===== src/logic/rlc_regs.svh =====
// Register offsets, field positions and reset values of the ladder control
`ifndef RLC_REGS_SVH
`define RLC_REGS_SVH
`define RLC_ADDR_W 4
`define RLC_CTRL_OFF 4'h0
`define RLC_STAT_OFF 4'h1
`define RLC_CTRL_RST 8'h00
`define RLC_EN_BIT 7
`define RLC_OE_BIT 6
`define RLC_RNG_BIT 5
`define RLC_SRC_BIT 4
`define RLC_TAP_HI 3
`define RLC_TAP_LO 0
`define RLC_TAP_MAX 4'hF
`endif


===== src/logic/rlc_pkg.sv =====
// Types shared by the ladder control modules
package rlc_pkg;
    // Decoded control fields
    typedef struct packed {
        logic power;
        logic pin_oe;
        logic range_low;
        logic src_ext;
        logic [3:0] tap;
    } rlc_ctrl_t;
endpackage


===== src/logic/rlc_ctrl_if.sv =====
// Interface carrying decoded control fields to the tap decoder
`timescale 1ns/1ps
`default_nettype none
interface rlc_ctrl_if;
    import rlc_pkg::*;
    rlc_ctrl_t ctrl;
    logic [15:0] tap_low;
    logic [15:0] tap_high;
    modport src (output ctrl, input tap_low, input tap_high);
    modport dec (input ctrl, output tap_low, output tap_high);
endinterface
`default_nettype wire


===== src/logic/rlc_tap_decoder.sv =====
// One-hot tap decoder for both ladder segments
`timescale 1ns/1ps
`default_nettype none
module rlc_tap_decoder
    import rlc_pkg::*;
(
    rlc_ctrl_if.dec ctl
);
    // One select line per tap, gated by power and range
    genvar i;
    generate
        for (i = 0; i < 16; i++)
        begin : g_tap
            assign ctl.tap_low[i] = ctl.ctrl.power && ctl.ctrl.range_low
                && (ctl.ctrl.tap == 4'(i));
            assign ctl.tap_high[i] = ctl.ctrl.power && !ctl.ctrl.range_low
                && (ctl.ctrl.tap == 4'(i));
        end
    endgenerate
endmodule
`default_nettype wire


===== src/logic/rlc_top.sv =====
// Reference ladder control register and pin steering
//
// Overview of operation
// - Bit 7 powers the ladder up
// - Bit 6 routes level to shared pin
// - Pin enable overrides port F direction
// - Range bit picks low or high taps
// - Source bit picks external or supply rails
// - Low four bits hold tap code
// - Reset clears the control register
// - Sleep wake keeps register contents
// - Works regardless of comparator mode
//
// The strobed register port and the register addresses were left to the implementer.
`timescale 1ns/1ps
`default_nettype none
`include "rlc_regs.svh"
module rlc_top
    import rlc_pkg::*;
(
    // Clock and synchronous reset
    input wire logic ref_clk_i,
    input wire logic rst_i,
    // Register port, reads answered next cycle
    input wire logic [`RLC_ADDR_W-1:0] addr_i,
    input wire logic [7:0] wdata_i,
    input wire logic wr_i,
    input wire logic rd_i,
    output logic [7:0] rdata_o,
    // Port F latch and direction of the shared pin
    input wire logic port_f_direction_i,
    input wire logic port_f_data_i,
    // Controls toward the analog ladder
    output logic ladder_power_enable_o,
    output logic ladder_source_select_o,
    output logic [15:0] tap_low_sel_o,
    output logic [15:0] tap_high_sel_o,
    // Shared pin steering
    output logic ladder_pin_output_enable_o,
    output logic shared_reference_pin_oe_o,
    output logic shared_reference_pin_o
);
    // All module state
    // Ctrl is the software register, rdata the one-cycle read stage
    typedef struct packed {
        logic [7:0] ctrl;
        logic [7:0] rdata;
    } rlc_state_t;

    rlc_state_t st_q; // Registered state
    rlc_state_t st_d; // Next state
    rlc_ctrl_if cif (); // Decoder link

    // Next state: register writes and read data
    // Reads never stall; their data stand for exactly one cycle
    always_comb
    begin
        st_d = st_q;
        st_d.rdata = 8'h00;
        // Control register write, all eight bits
        if (wr_i && addr_i == `RLC_CTRL_OFF)
        begin
            st_d.ctrl = wdata_i;
        end
        // Read returns the addressed register, unmapped as zero
        if (rd_i)
        begin
            case (addr_i)
                `RLC_CTRL_OFF: st_d.rdata = st_q.ctrl;
                `RLC_STAT_OFF: st_d.rdata = {6'h00,
                    shared_reference_pin_oe_o, port_f_data_i};
                default: st_d.rdata = 8'h00;
            endcase
        end
    end

    // State register; no sleep input, so contents survive wake
    // Synchronous reset wins over a write in the same cycle
    always_ff @(posedge ref_clk_i)
    begin
        if (rst_i)
        begin
            st_q <= '{ctrl: `RLC_CTRL_RST, rdata: 8'h00};
        end
        else
        begin
            st_q <= st_d;
        end
    end

    // Field split of the control register
    // no comparator mode input
    always_comb
    begin
        cif.ctrl.power = st_q.ctrl[`RLC_EN_BIT];
        cif.ctrl.pin_oe = st_q.ctrl[`RLC_OE_BIT];
        cif.ctrl.range_low = st_q.ctrl[`RLC_RNG_BIT];
        cif.ctrl.src_ext = st_q.ctrl[`RLC_SRC_BIT];
        cif.ctrl.tap = st_q.ctrl[`RLC_TAP_HI:`RLC_TAP_LO];
    end

    // Tap decoder
    rlc_tap_decoder u_dec (
        .ctl(cif.dec)
    );

    // Outputs: read data, analog ladder controls and shared pin steering
    // Pin switch is not gated by power, so software can park the
    // pin in analog mode before the ladder is powered up
    assign rdata_o = st_q.rdata;
    assign ladder_power_enable_o = cif.ctrl.power;
    assign ladder_source_select_o = cif.ctrl.power && cif.ctrl.src_ext;
    assign tap_low_sel_o = cif.tap_low;
    assign tap_high_sel_o = cif.tap_high;
    assign ladder_pin_output_enable_o = cif.ctrl.pin_oe;
    assign shared_reference_pin_oe_o = !cif.ctrl.pin_oe
        && !port_f_direction_i;
    assign shared_reference_pin_o = port_f_data_i;

    // Checks on registered state and driven outputs
    // Reset check always runs; the others sleep while reset is held
    // Expected one-hot tap, worked out from the raw code field
    logic [15:0] chk_onehot; // Reference tap pattern for the checks
    assign chk_onehot = 16'h0001 << st_q.ctrl[`RLC_TAP_HI:`RLC_TAP_LO];

    reset_clears_a:
        assert property (@(posedge ref_clk_i)
            rst_i |=> st_q.ctrl == `RLC_CTRL_RST)
        else $error("control not cleared by reset");
    write_lands_a:
        assert property (@(posedge ref_clk_i) disable iff (rst_i)
            wr_i && addr_i == `RLC_CTRL_OFF |=>
            ladder_power_enable_o == $past(wdata_i[`RLC_EN_BIT]))
        else $error("power bit not written");
    pin_route_a:
        assert property (@(posedge ref_clk_i) disable iff (rst_i)
            ladder_pin_output_enable_o == st_q.ctrl[`RLC_OE_BIT])
        else $error("pin route wrong");
    oe_override_a:
        assert property (@(posedge ref_clk_i) disable iff (rst_i)
            st_q.ctrl[`RLC_OE_BIT] |-> !shared_reference_pin_oe_o)
        else $error("digital driver not overridden");
    drv_enable_a:
        assert property (@(posedge ref_clk_i) disable iff (rst_i)
            !st_q.ctrl[`RLC_OE_BIT] && !port_f_direction_i
            |-> shared_reference_pin_oe_o)
        else $error("digital driver not enabled");
    input_mode_a:
        assert property (@(posedge ref_clk_i) disable iff (rst_i)
            port_f_direction_i |-> !shared_reference_pin_oe_o)
        else $error("digital driver on for input pin");
    pin_level_a:
        assert property (@(posedge ref_clk_i) disable iff (rst_i)
            shared_reference_pin_o == port_f_data_i)
        else $error("digital pin level wrong");
    range_low_a:
        assert property (@(posedge ref_clk_i) disable iff (rst_i)
            st_q.ctrl[`RLC_EN_BIT] && st_q.ctrl[`RLC_RNG_BIT]
            |-> tap_high_sel_o == 16'h0000 && tap_low_sel_o == chk_onehot)
        else $error("low range decode wrong");
    source_sel_a:
        assert property (@(posedge ref_clk_i) disable iff (rst_i)
            st_q.ctrl[`RLC_EN_BIT] |->
            ladder_source_select_o == st_q.ctrl[`RLC_SRC_BIT])
        else $error("source select wrong");
    tap_high_a:
        assert property (@(posedge ref_clk_i) disable iff (rst_i)
            st_q.ctrl[`RLC_EN_BIT] && !st_q.ctrl[`RLC_RNG_BIT]
            |-> tap_high_sel_o == chk_onehot && tap_low_sel_o == 16'h0000)
        else $error("high range decode wrong");
    hold_value_a:
        assert property (@(posedge ref_clk_i) disable iff (rst_i)
            !(wr_i && addr_i == `RLC_CTRL_OFF) |=> $stable(st_q.ctrl))
        else $error("control changed without write");
    idle_off_a:
        assert property (@(posedge ref_clk_i) disable iff (rst_i)
            !st_q.ctrl[`RLC_EN_BIT] |-> tap_low_sel_o == 16'h0000
            && tap_high_sel_o == 16'h0000 && !ladder_source_select_o)
        else $error("ladder active while disabled");
    read_back_a:
        assert property (@(posedge ref_clk_i) disable iff (rst_i)
            rd_i && addr_i == `RLC_CTRL_OFF && !wr_i |=>
            rdata_o == $past(st_q.ctrl))
        else $error("read data wrong");
    status_read_a:
        assert property (@(posedge ref_clk_i) disable iff (rst_i)
            rd_i && addr_i == `RLC_STAT_OFF |=>
            rdata_o == {6'h00, $past(shared_reference_pin_oe_o),
            $past(port_f_data_i)})
        else $error("status read wrong");
    read_idle_a:
        assert property (@(posedge ref_clk_i) disable iff (rst_i)
            !rd_i |=> rdata_o == 8'h00)
        else $error("read data left standing");
    unmapped_read_a:
        assert property (@(posedge ref_clk_i) disable iff (rst_i)
            rd_i && addr_i != `RLC_CTRL_OFF && addr_i != `RLC_STAT_OFF
            |=> rdata_o == 8'h00)
        else $error("unmapped read not zero");

    // Scenarios that the bench should reach
    power_on_c:
        cover property (@(posedge ref_clk_i) disable iff (rst_i)
            $rose(ladder_power_enable_o));
    pin_drive_c:
        cover property (@(posedge ref_clk_i) disable iff (rst_i)
            ladder_pin_output_enable_o && port_f_direction_i == 1'b0);
    low_range_c:
        cover property (@(posedge ref_clk_i) disable iff (rst_i)
            tap_low_sel_o[15]);
    high_range_c:
        cover property (@(posedge ref_clk_i) disable iff (rst_i)
            tap_high_sel_o[0]);
    ext_source_c:
        cover property (@(posedge ref_clk_i) disable iff (rst_i)
            ladder_source_select_o && tap_low_sel_o != 16'h0000);
endmodule
`default_nettype wire


===== config.mk =====
export PLATFORM = sky130hd
export DESIGN_NAME = rlc_top
export DESIGN_NICKNAME = d
export VERILOG_FILES = /design/src/logic/rlc_pkg.sv /design/src/logic/rlc_ctrl_if.sv /design/src/logic/rlc_tap_decoder.sv /design/src/logic/rlc_top.sv
export VERILOG_INCLUDE_DIRS = /design/src /design/src/logic
export SDC_FILE = /design/constraint.sdc
export NUM_CORES = 1
export LEC_CHECK = 0
export CAP_MARGIN = 20
export CORE_AREA = 2 2 62 64
export DETAILED_ROUTE_END_ITERATION = 8
export DIE_AREA = 0 0 64 66
export DONT_BUFFER_PORTS = 1
export HOLD_SLACK_MARGIN = 0.1
export PLACE_DENSITY = 0.41
export REMOVE_ABC_BUFFERS = 1
export SLEW_MARGIN = 10
export SYNTH_ARGS = -nofsm -noshare
export SYNTH_HDL_FRONTEND = slang
export SYNTH_SLANG_ARGS = --single-unit

===== constraint.sdc =====
create_clock -name ref_clk_i -period 1.6 [get_ports ref_clk_i]
set_input_delay 0.32 -clock ref_clk_i [delete_from_list [all_inputs] [get_ports ref_clk_i]]
set_output_delay 0.32 -clock ref_clk_i [all_outputs]
set_load 0.01 [all_outputs]

=== Word level (Yosys, flattened, before mapping) ===
Cells that the tools add are included.

* Output and inout bits: 45
* Logic and storage cells: 63
* Input bits: 18
* Register bits after elaboration: 16

* Bitwise gates (word level): 1
* Reductions and logical operators: 43
* Multiplexer cells: 1
* Equal/unequal tests: 16

{| class="wikitable"
|+ Operator list
! cell !! number
|-
| $logic_and 1x1->1 || 37
|-
| $eq 4x4->1 const B || 8
|-
| $eq 4x3->1 const B || 4
|-
| $pmux 8 s2 || 1
|-
| $eq 4x1->1 const B || 2
|-
| $eq 4x2->1 const B || 2
|-
| $logic_not 4->1 || 2
|-
| $logic_not 1->1 || 3
|-
| $reduce_or 2->1 || 1
|-
| $not 1->1 || 1
|}

=== Longest topological paths before layout ===
Gate-level depths: netlist of the first run.

* Word-level depth: 3
* Depth in mapped cells: 4

=== Modules after synthesis ===
From an unflattened synthesis of the first run, not the netlist that was laid out.

* Cell total of the unflattened synthesis: 106
* Area total of the unflattened synthesis: 884.6 sq um

{| class="wikitable"
|+ By module, submodules not included
! module !! area an instance (sq um) !! instances !! cells an instance !! seq. area each (sq um)
|-
| rlc_top || 654.4 || 1 || 59 || 320.3
|-
| rlc_tap_decoder || 230.2 || 1 || 47 || 0.0
|}

=== Worst setup path before layout of the first run ===
OpenSTA, ideal clock, no wires.

* Path kind: reg2out
* From: register st_q, in the netlist cif.ctrl[7]
* To: output tap_low_sel_o[10]
* Data required time: 1.280 ns
* Arrival time: 1.040 ns
* Buffers on the path: 0
* Stages on the path, launching flop included: 4
* Setup slack: 0.240 ns
* Cell sequence: dfxtp_1 > nor2b_1 > nand3_1 > nor2_1

* Cells in the longest elaborated chain, start to end: 2

{| class="wikitable"
|+ Ends and longest elaborated chain
! element !! line !! source
|-
| from (decl) || rlc_top.sv:50 || <nowiki>rlc_state_t st_q;</nowiki>
|-
| from (signal assigned) || rlc_top.sv:83 || <nowiki>st_q <= '{ctrl: `RLC_CTRL_RST, rdata: 8'h00};</nowiki>
|-
| from (signal assigned) || rlc_top.sv:87 || <nowiki>st_q <= st_d;</nowiki>
|-
| $logic_and 1x1->1 || rlc_tap_decoder.sv:14 || <nowiki>assign ctl.tap_low[i] = ctl.ctrl.power && ctl.ctrl.range_low</nowiki>
|-
| $logic_and 1x1->1 || rlc_tap_decoder.sv:15 || <nowiki>&& (ctl.ctrl.tap == 4'(i));</nowiki>
|-
| to (decl) || rlc_top.sv:36 || <nowiki>output logic [15:0] tap_low_sel_o,</nowiki>
|}

No other way between the ends.

=== Worst setup path after layout of the first run ===
* From: register st_q, in the netlist cif.ctrl[7]
* To: output tap_low_sel_o[14]

The elaborated chain is that of the path after synthesis.

==> impl_summary.log, run 1 <==
INFO  metric final_area = 1161 um^2
INFO  metric post-place-ws = roughly 0.21 ns
INFO  metric die_width = approximately 64 um
INFO  metric detail_route.first_pass.iterations = 4
INFO  metric post_cts_hold_buffer_count = 0
INFO  metric run_status = completed
INFO  metric cellPowerDensity = roughly 610 nW/um^2
INFO  metric final_critical_path_setup_slack = about 0.056 ns
INFO  metric power_frac_seq = ~57%
INFO  metric row_count = 22
INFO  metric arrival = 1.22 ns
INFO  metric postPlaceCellArea = slightly above 900 um^2
INFO  metric vdd_drop_max = 0.3914 mV
INFO  metric clock_latency = 0.28 ns
INFO  metric maxUsedRoutingLayer = met4
INFO  metric p_switching = ~150 uW
INFO  metric antenna_violations_before_repair = 0
INFO  metric final-instance-count-excl-fill = 160
INFO  metric max-slew-margin-rel = between 70% and 80%
INFO  metric final.period_utilization = ~96%
INFO  metric seq_area_frac_synth = a little under two fifths
INFO  metric m1WireLength = roughly 840 um
INFO  metric final_nets = around 130
INFO  metric cts_inserted_buffers = 3
INFO  metric route.detailed.vias_per_inst = roughly 4.5
INFO  metric hold_ws = roughly 0.17 ns
INFO  metric syn_to_final_growth = 33.72%
INFO  metric mostFrequentLayoutCells = sky130_fd_sc_hd__nor2_2 (26), sky130_fd_sc_hd__nand2b_1 (16), sky130_fd_sc_hd__dfxtp_1 (11), sky130_fd_sc_hd__mux2i_1 (10)
INFO  metric hold_viol_final = 0
INFO  metric intPower = 559.2 uW
INFO  metric clock_path_buffers = 2
INFO  metric detailroute.wirelength.met2 = about 1.2 mm
INFO  metric synth-main-ff-cell = sky130_fd_sc_hd__dfxtp_1
INFO  metric wl_per_cell = between 10 and 15 um
INFO  metric cts-root-buf = sky130_fd_sc_hd__clkbuf_4
INFO  metric fp.dieArea = 4224 um^2
INFO  metric routed-wl-met3 = between 100 and 150 um
INFO  metric slew_at_the_pin_closest_to_its_max_slew_limit = approximately 0.34 ns
INFO  metric n_antenna_cell = 0
INFO  metric cts_tree = built
INFO  metric final_common_cell = sky130_fd_sc_hd__nor2_2
INFO  metric chipHeight = 66 um
INFO  metric detailedRoute.firstIterationViolations = 7
INFO  metric finalSetupViolations = 0
INFO  metric grt_max_degree = 19
INFO  metric buffers_added_on_ports = 0
INFO  metric maxSlewViolCount = 0
INFO  metric power.static_leakage = roughly 0.33 nW
INFO  metric asyncSetResetFlopFracSynth = 0%
INFO  metric number_of_enable_type_register_cells_in_the_synthesized_netlist = 0
INFO  metric power.share.clock = between 30 and 40%
INFO  metric maximum_capacitance_violations = 0
INFO  metric drc = 0
INFO  metric overflow = 0
INFO  metric syn_avg_cell_area = 7.894 um^2
INFO  metric syn_area = a little under 900 um^2
INFO  metric place.detailed.hpwl = between 1.5 and 2 mm
INFO  metric clkSlewWorstSetupHoldPaths = roughly 0.090 ns
INFO  metric critical_path_peak_fanout = 8
INFO  metric crit_end_element = output port
INFO  metric clock-sinks = 16
INFO  metric critPathLaunchType = register
INFO  metric power.share.switching = 21.37%
INFO  metric final_core_utilization = between 30 and 40%
INFO  metric max_freq = between 600 and 700 MHz
INFO  metric syn-instance-count = between 100 and 150
INFO  metric synth_cell_type_count = 17
INFO  metric drive_above_1_share = between 50% and 60%
INFO  metric dp.cells = ~150
INFO  metric deepest_level_of_the_cts_h_tree = 1
INFO  metric worstHoldPathType = in -> reg
INFO  metric timing.final.crit_period = approximately 1.5 ns
INFO  metric timing.clock.skew = approximately 0.0028 ns
INFO  metric grt_pass1_vias = about 600
INFO  metric power_frac_comb = under 10%
INFO  metric synth_seq_cells = 16
INFO  metric final_antenna_net_count = 0
INFO  metric global_route_wire_length_before_repair = around 3.1 mm
INFO  metric gp_congestion = about 0.66
INFO  metric reg2reg_setup_slack = roughly 0.7 ns
INFO  metric timing_worst_setup_path_type = reg -> out
INFO  metric drt-total-wl = around 2.2 mm
INFO  metric required = around 1.3 ns
INFO  metric core_region_area = roughly 3600 um^2
INFO  metric design.portCount = 63
INFO  metric yosys_synthesis_warning_count = 0
INFO  metric total_vias_in_the_final_route = 725
INFO  metric initial_utilization = between 20% and 30%
INFO  metric grt_util_all_layers = under 10%
==> per-layer routing <==
layer | track usage, % | vias to the layer above
met5 | 0 | -
met2 | 15.36 | 18
met3 | 5.622 | 6
li1 | - | 357
met1 | 10.96 | 344
met4 | 3.261 | 0
==> flip-flops by register name (all words and copies together), names as in the netlist <==
name      count
cif.ctrl      8
rdata_o       8
==> critical path: stages, from the launching register on <==
cell and delay (ns):
sky130_fd_sc_hd__dfxtp_1 0.36, sky130_fd_sc_hd__buf_6 0.16, sky130_fd_sc_hd__nand4_1 0.09, sky130_fd_sc_hd__buf_4 0.18, sky130_fd_sc_hd__nor2_2 0.15
==> cells in the mapped netlist, types with 3 or more instances <==
cell	n	area [um^2]
sky130_fd_sc_hd__nand3_1	4	20.02
sky130_fd_sc_hd__and2_1	7	43.79
sky130_fd_sc_hd__nor2b_1	3	18.77
sky130_fd_sc_hd__dfxtp_1	16	320.3
sky130_fd_sc_hd__nor2_1	36	135.1
sky130_fd_sc_hd__nand2b_1	18	112.6
sky130_fd_sc_hd__clkbuf_1	4	15.01
sky130_fd_sc_hd__nand2_1	4	15.01
sky130_fd_sc_hd__mux2i_1	10	100.1
==> layout make-up <==
cell class / instances / area (um^2)
tap: 48 / 60.06
multi-input combinational: 88 / 699.4
sequential: 16 / 331.6
clock buffer: 4 / 36.28
fill: 363 / 2390
timing repair buffer: 4 / 33.78
==> kinds of logic (layout without fill, tap and decap cells) <==
logic type,after synthesis,after routing,share of synthesized area [%]
muxes,10,10,11.53
DFF,16,16,36.89
buffers and inverters,6,8,3.890
and+or+nand+nor,78,78,47.69
==> power by group through the flow <==
stage	Combinational [mW]	Clock (mW)	Sequential, mW
2_1_floorplan	0.0294	0	0.413
3_3_place_gp	0.0348	0	0.414
3_5_place_dp	0.0353	0	0.414
4_1_cts	0.0360	0.279	0.405
5_1_grt	0.0442	0.301	0.404
6_report	0.0416	0.266	0.403
==> worst paths after layout <==
kind | startpoint | to | depth (start not counted)
setup / recovery | cif.ctrl[7]$_SDFFE_PP0P_ | tap_low_sel_o[14] | 4
hold / removal | wdata_i[5] | cif.ctrl[5]$_SDFFE_PP0P_ | 2
setup reg to reg | cif.ctrl[6]$_SDFFE_PP0P_ | rdata_o[1]$_SDFF_PP0_ | 3
hold reg to reg | cif.ctrl[4]$_SDFFE_PP0P_ | cif.ctrl[4]$_SDFFE_PP0P_ | 2
==> what timing repair did <==
action                                  CTS  global route
pin swaps                                 1             0
endpoints found under the setup margin   25            32
gates resized for setup                  12            54
buffers inserted                          0             2
==> per-stage QoR <==
stage / power (mW) / setup TNS, ns
after detailed placement: 0.4493 / 0
after CTS: 0.7200 / -0.1212
final: 0.7112 / 0
after global placement: 0.4489 / 0
after floorplan: 0.4428 / 0
after global routing: 0.7489 / -0.0003466
(Power assumes the default switching activity.)
==> run 2, diff against run 1 <==
--- a/config.mk
+++ b/config.mk
@@ -13,7 +13,6 @@
 export DONT_BUFFER_PORTS = 1
 export HOLD_SLACK_MARGIN = 0.1
 export PLACE_DENSITY = 0.41
-export REMOVE_ABC_BUFFERS = 1
 export SLEW_MARGIN = 10
 export SYNTH_ARGS = -nofsm -noshare
 export SYNTH_HDL_FRONTEND = slang
==> impl_summary.log, run 2 (same netlist as run 1, synthesis figures left out) <==
INFO  metric max_freq = 640.5 MHz (was 647.8 MHz)
INFO  metric row_count = 22 (unchanged)
INFO  metric mostFrequentLayoutCells = sky130_fd_sc_hd__nor2_2 (30), sky130_fd_sc_hd__nand2b_1 (16), sky130_fd_sc_hd__mux2i_1 (10), sky130_fd_sc_hd__dfxtp_1 (10), sky130_fd_sc_hd__and2_1 (7) (was sky130_fd_sc_hd__nor2_2 (26), sky130_fd_sc_hd__nand2b_1 (16), sky130_fd_sc_hd__dfxtp_1 (11), sky130_fd_sc_hd__mux2i_1 (10))
INFO  metric critical_path_peak_fanout = 7 (was 8)
INFO  metric fin_setup_tns = 0 ns (unchanged)
INFO  metric die_width = 64 um (unchanged)
INFO  metric syn_to_final_growth = 28.24% (was 33.72%)
INFO  metric finalPower = 710.9 uW (was 711.2 uW)
INFO  metric slew_at_the_pin_closest_to_its_max_slew_limit = 0.3420 ns (was 0.3423 ns)
INFO  metric drive_above_1_share = 54.55% (was 56.25%)
INFO  metric cts_inserted_buffers = 3 (unchanged)
INFO  metric design.portCount = 63 (unchanged)
INFO  metric final-seq-area = 332.8 um^2 (was 331.6 um^2)
INFO  metric drc = 0 (unchanged)
INFO  metric fp.dieArea = 4224 um^2 (unchanged)
INFO  metric grt_pass1_vias = 597 (was 603)
INFO  metric finalSetupViolations = 0 (unchanged)
INFO  metric worstHoldPathType = in -> reg (unchanged)
INFO  metric grt_setup_unrepaired = true
INFO  metric clock_path_buffers = 2 (unchanged)
INFO  metric cellPowerDensity = 638.4 nW/um^2 (was 612.5 nW/um^2)
INFO  metric deepest_level_of_the_cts_h_tree = 1 (unchanged)
INFO  metric grt_max_degree = 19 (unchanged)
INFO  metric vdd_drop_max = 0.2682 mV (was 0.3914 mV)
INFO  metric critical-path-top-delay-family = simple AND/OR/NAND/NOR gates (was flip-flops)
INFO  metric maxSlewViolCount = 0 (unchanged)
INFO  metric post-cts-setup-buffer-count = 0 (unchanged)
INFO  metric slowest_delay = 0.38 ns (was 0.36 ns)
INFO  metric required = 1.28 ns (about the same)
INFO  metric timing.critical_path.buf_inv = 0 (was 2)
INFO  metric drt-total-wl = 2.183 mm (was 2.197 mm)
INFO  metric arrival = 1.24 ns (was 1.22 ns)
INFO  metric multiInputGateArea = 661.9 um^2 (was 699.4 um^2)
INFO  metric max-slew-margin-rel = 77.10% (was 77.08%)
INFO  metric run_status = completed (unchanged)
INFO  metric gp_congestion = 0.6615 (was 0.6610)
INFO  metric power.static_leakage = 0.3193 nW (was 0.3277 nW)
INFO  metric grt_util_all_layers = 9.503% (was 9.739%)
INFO  metric initial_utilization = 24.45% (unchanged)
INFO  metric clock-sinks = 16 (unchanged)
INFO  metric overflow = 0 (unchanged)
INFO  metric clkSlewWorstSetupHoldPaths = 0.09 ns (about the same)
INFO  metric clock_latency = 0.28 ns (about the same)
INFO  metric timing.clock.skew = 0.001404 ns (was 0.002818 ns)
INFO  metric timing.final.crit_period = 1.561 ns (was 1.544 ns)
INFO  metric crit_end_element = output port (unchanged)
INFO  metric final_common_cell = sky130_fd_sc_hd__nor2_2 (unchanged)
INFO  metric cts_tree = built (unchanged)
INFO  metric final_nets = 129 (was 131)
INFO  metric final.period_utilization = 97.58% (was 96.48%)
INFO  metric chipHeight = 66 um (unchanged)
INFO  metric detailedRoute.firstIterationViolations = 14 (was 7)
INFO  metric hold_viol_final = 0 (unchanged)
INFO  metric core_region_area = 3551 um^2 (unchanged)
INFO  metric antenna_violations_before_repair = 0 (unchanged)
INFO  metric critical-path-slowest-cell = sky130_fd_sc_hd__dfxtp_4 (was sky130_fd_sc_hd__dfxtp_1)
INFO  metric place.detailed.hpwl = 1.619 mm (was 1.634 mm)
INFO  metric n_antenna_cell = 0 (unchanged)
INFO  metric timing_worst_setup_path_type = reg -> out (unchanged)
INFO  metric cts-root-buf = sky130_fd_sc_hd__clkbuf_4 (unchanged)
INFO  metric postSynthNetCount = between 100 and 150
INFO  metric critPathLaunchType = register (unchanged)
INFO  metric cp_cell_sequence = nor2_1 -> nand3_1 -> nor2_2 (was buf_6 -> nand4_1 -> buf_4 -> nor2_2)
INFO  metric wl_per_cell = 13.82 um (was 13.73 um)
INFO  metric detail_route.first_pass.iterations = 4 (unchanged)
INFO  metric buffers_added_on_ports = 0 (unchanged)
INFO  metric num-fill-cells = 394 (was 363)
INFO  metric maximum_capacitance_violations = 0 (unchanged)
INFO  metric final_antenna_net_count = 0 (unchanged)
INFO  metric route.detailed.vias_per_inst = 4.456 (was 4.531)
INFO  metric total_vias_in_the_final_route = 704 (was 725)
INFO  metric global_route_wire_length_before_repair = 2.967 mm (was 3.084 mm)
[run 2: cell count changes in the layout (fill, tap and decap cells not counted)]
cell | previous run | this run
sky130_fd_sc_hd__buf_4 | 3 | 1
sky130_fd_sc_hd__buf_6 | 1 | 0
sky130_fd_sc_hd__buf_8 | 0 | 1
sky130_fd_sc_hd__dfxtp_1 | 11 | 10
sky130_fd_sc_hd__dfxtp_2 | 3 | 4
sky130_fd_sc_hd__nand2b_2 | 2 | 1
sky130_fd_sc_hd__nand2b_4 | 0 | 1
sky130_fd_sc_hd__nand3_1 | 0 | 1
sky130_fd_sc_hd__nand3_2 | 3 | 2
sky130_fd_sc_hd__nor2_1 | 3 | 4
sky130_fd_sc_hd__nor2_2 | 26 | 30
sky130_fd_sc_hd__nor2_4 | 7 | 2
sky130_fd_sc_hd__nor2b_2 | 0 | 2
sky130_fd_sc_hd__nor2b_4 | 3 | 1
[run 2: repair_timing]
action | CTS | global route
hold buffers | 0 | 0
pin swaps | 0 | 4
setup endpoints to repair | 26 | 32
cloned | 0 | 0
resized for setup | 16 | 44
[run 2: final cells by class]
| cell class | count | area share [%] |
|---|---|---|
| multi-input combinational | 88 | 59.44 |
| sequential | 16 | 29.89 |
| tap | 48 | 5.393 |
| clock buffer | 4 | 3.258 |
| timing repair buffer | 2 | 2.022 |
[run 2: report_power, final]
part	leakage (nW)	switching [mW]	internal (mW)
sequential	0.133	0.00495	0.398
combinational	0.166	0.0181	0.0221
clock	0.0210	0.129	0.138
total	0.319	0.152	0.559
[run 2: routing by layer]
layer / global-route usage [%] / vias to the layer above / part of all wire [%]
met5: 0 / - / 0
met4: 1.630 / 0 / 0
li1: - / 348 / -
met2: 15.23 / 25 / 51
met1: 11.75 / 331 / 43
met3: 4.429 / 0 / 5.6
[run 2: path summary, 6_finish.rpt]
kind	startpoint	cells after the start	slack (ns)	endpoint
worst max register to register	cif.ctrl[6]$_SDFFE_PP0P_	3	0.71	rdata_o[1]$_SDFF_PP0_
worst min register to register	cif.ctrl[4]$_SDFFE_PP0P_	1	0.50	rdata_o[4]$_SDFF_PP0_
worst min-delay path	wdata_i[5]	2	0.17	cif.ctrl[5]$_SDFFE_PP0P_
worst max-delay path	cif.ctrl[3]$_SDFFE_PP0P_	3	0.04	tap_high_sel_o[7]
[run 2: stage by stage]
| step | area, um^2 | worst slack, ns | utilization [%] | hold WS [ns] | instances |
|---|---|---|---|---|---|
| after floorplan | 868.3 | 0.2405 | - | 0.4459 | 110 |
| after global placement | 909.6 | 0.2235 | 25.62 | 0.4673 | 154 |
| after detailed placement | 909.6 | 0.2201 | 25.62 | 0.4834 | 154 |
| after CTS | 983.4 | -0.03853 | 27.70 | 0.1614 | 158 |
| after global routing | 1114 | -0.05665 | 31.36 | 0.1415 | 158 |
| final | 1114 | 0.03876 | 31.36 | 0.1711 | 158 |
[run 2: worst reg2reg max path, cell delays in order, from the launching register on]
cell and delay (ns):
sky130_fd_sc_hd__dfxtp_1 0.38, sky130_fd_sc_hd__nor2_1 0.26, sky130_fd_sc_hd__mux2i_1 0.12, sky130_fd_sc_hd__nor2_1 0.08
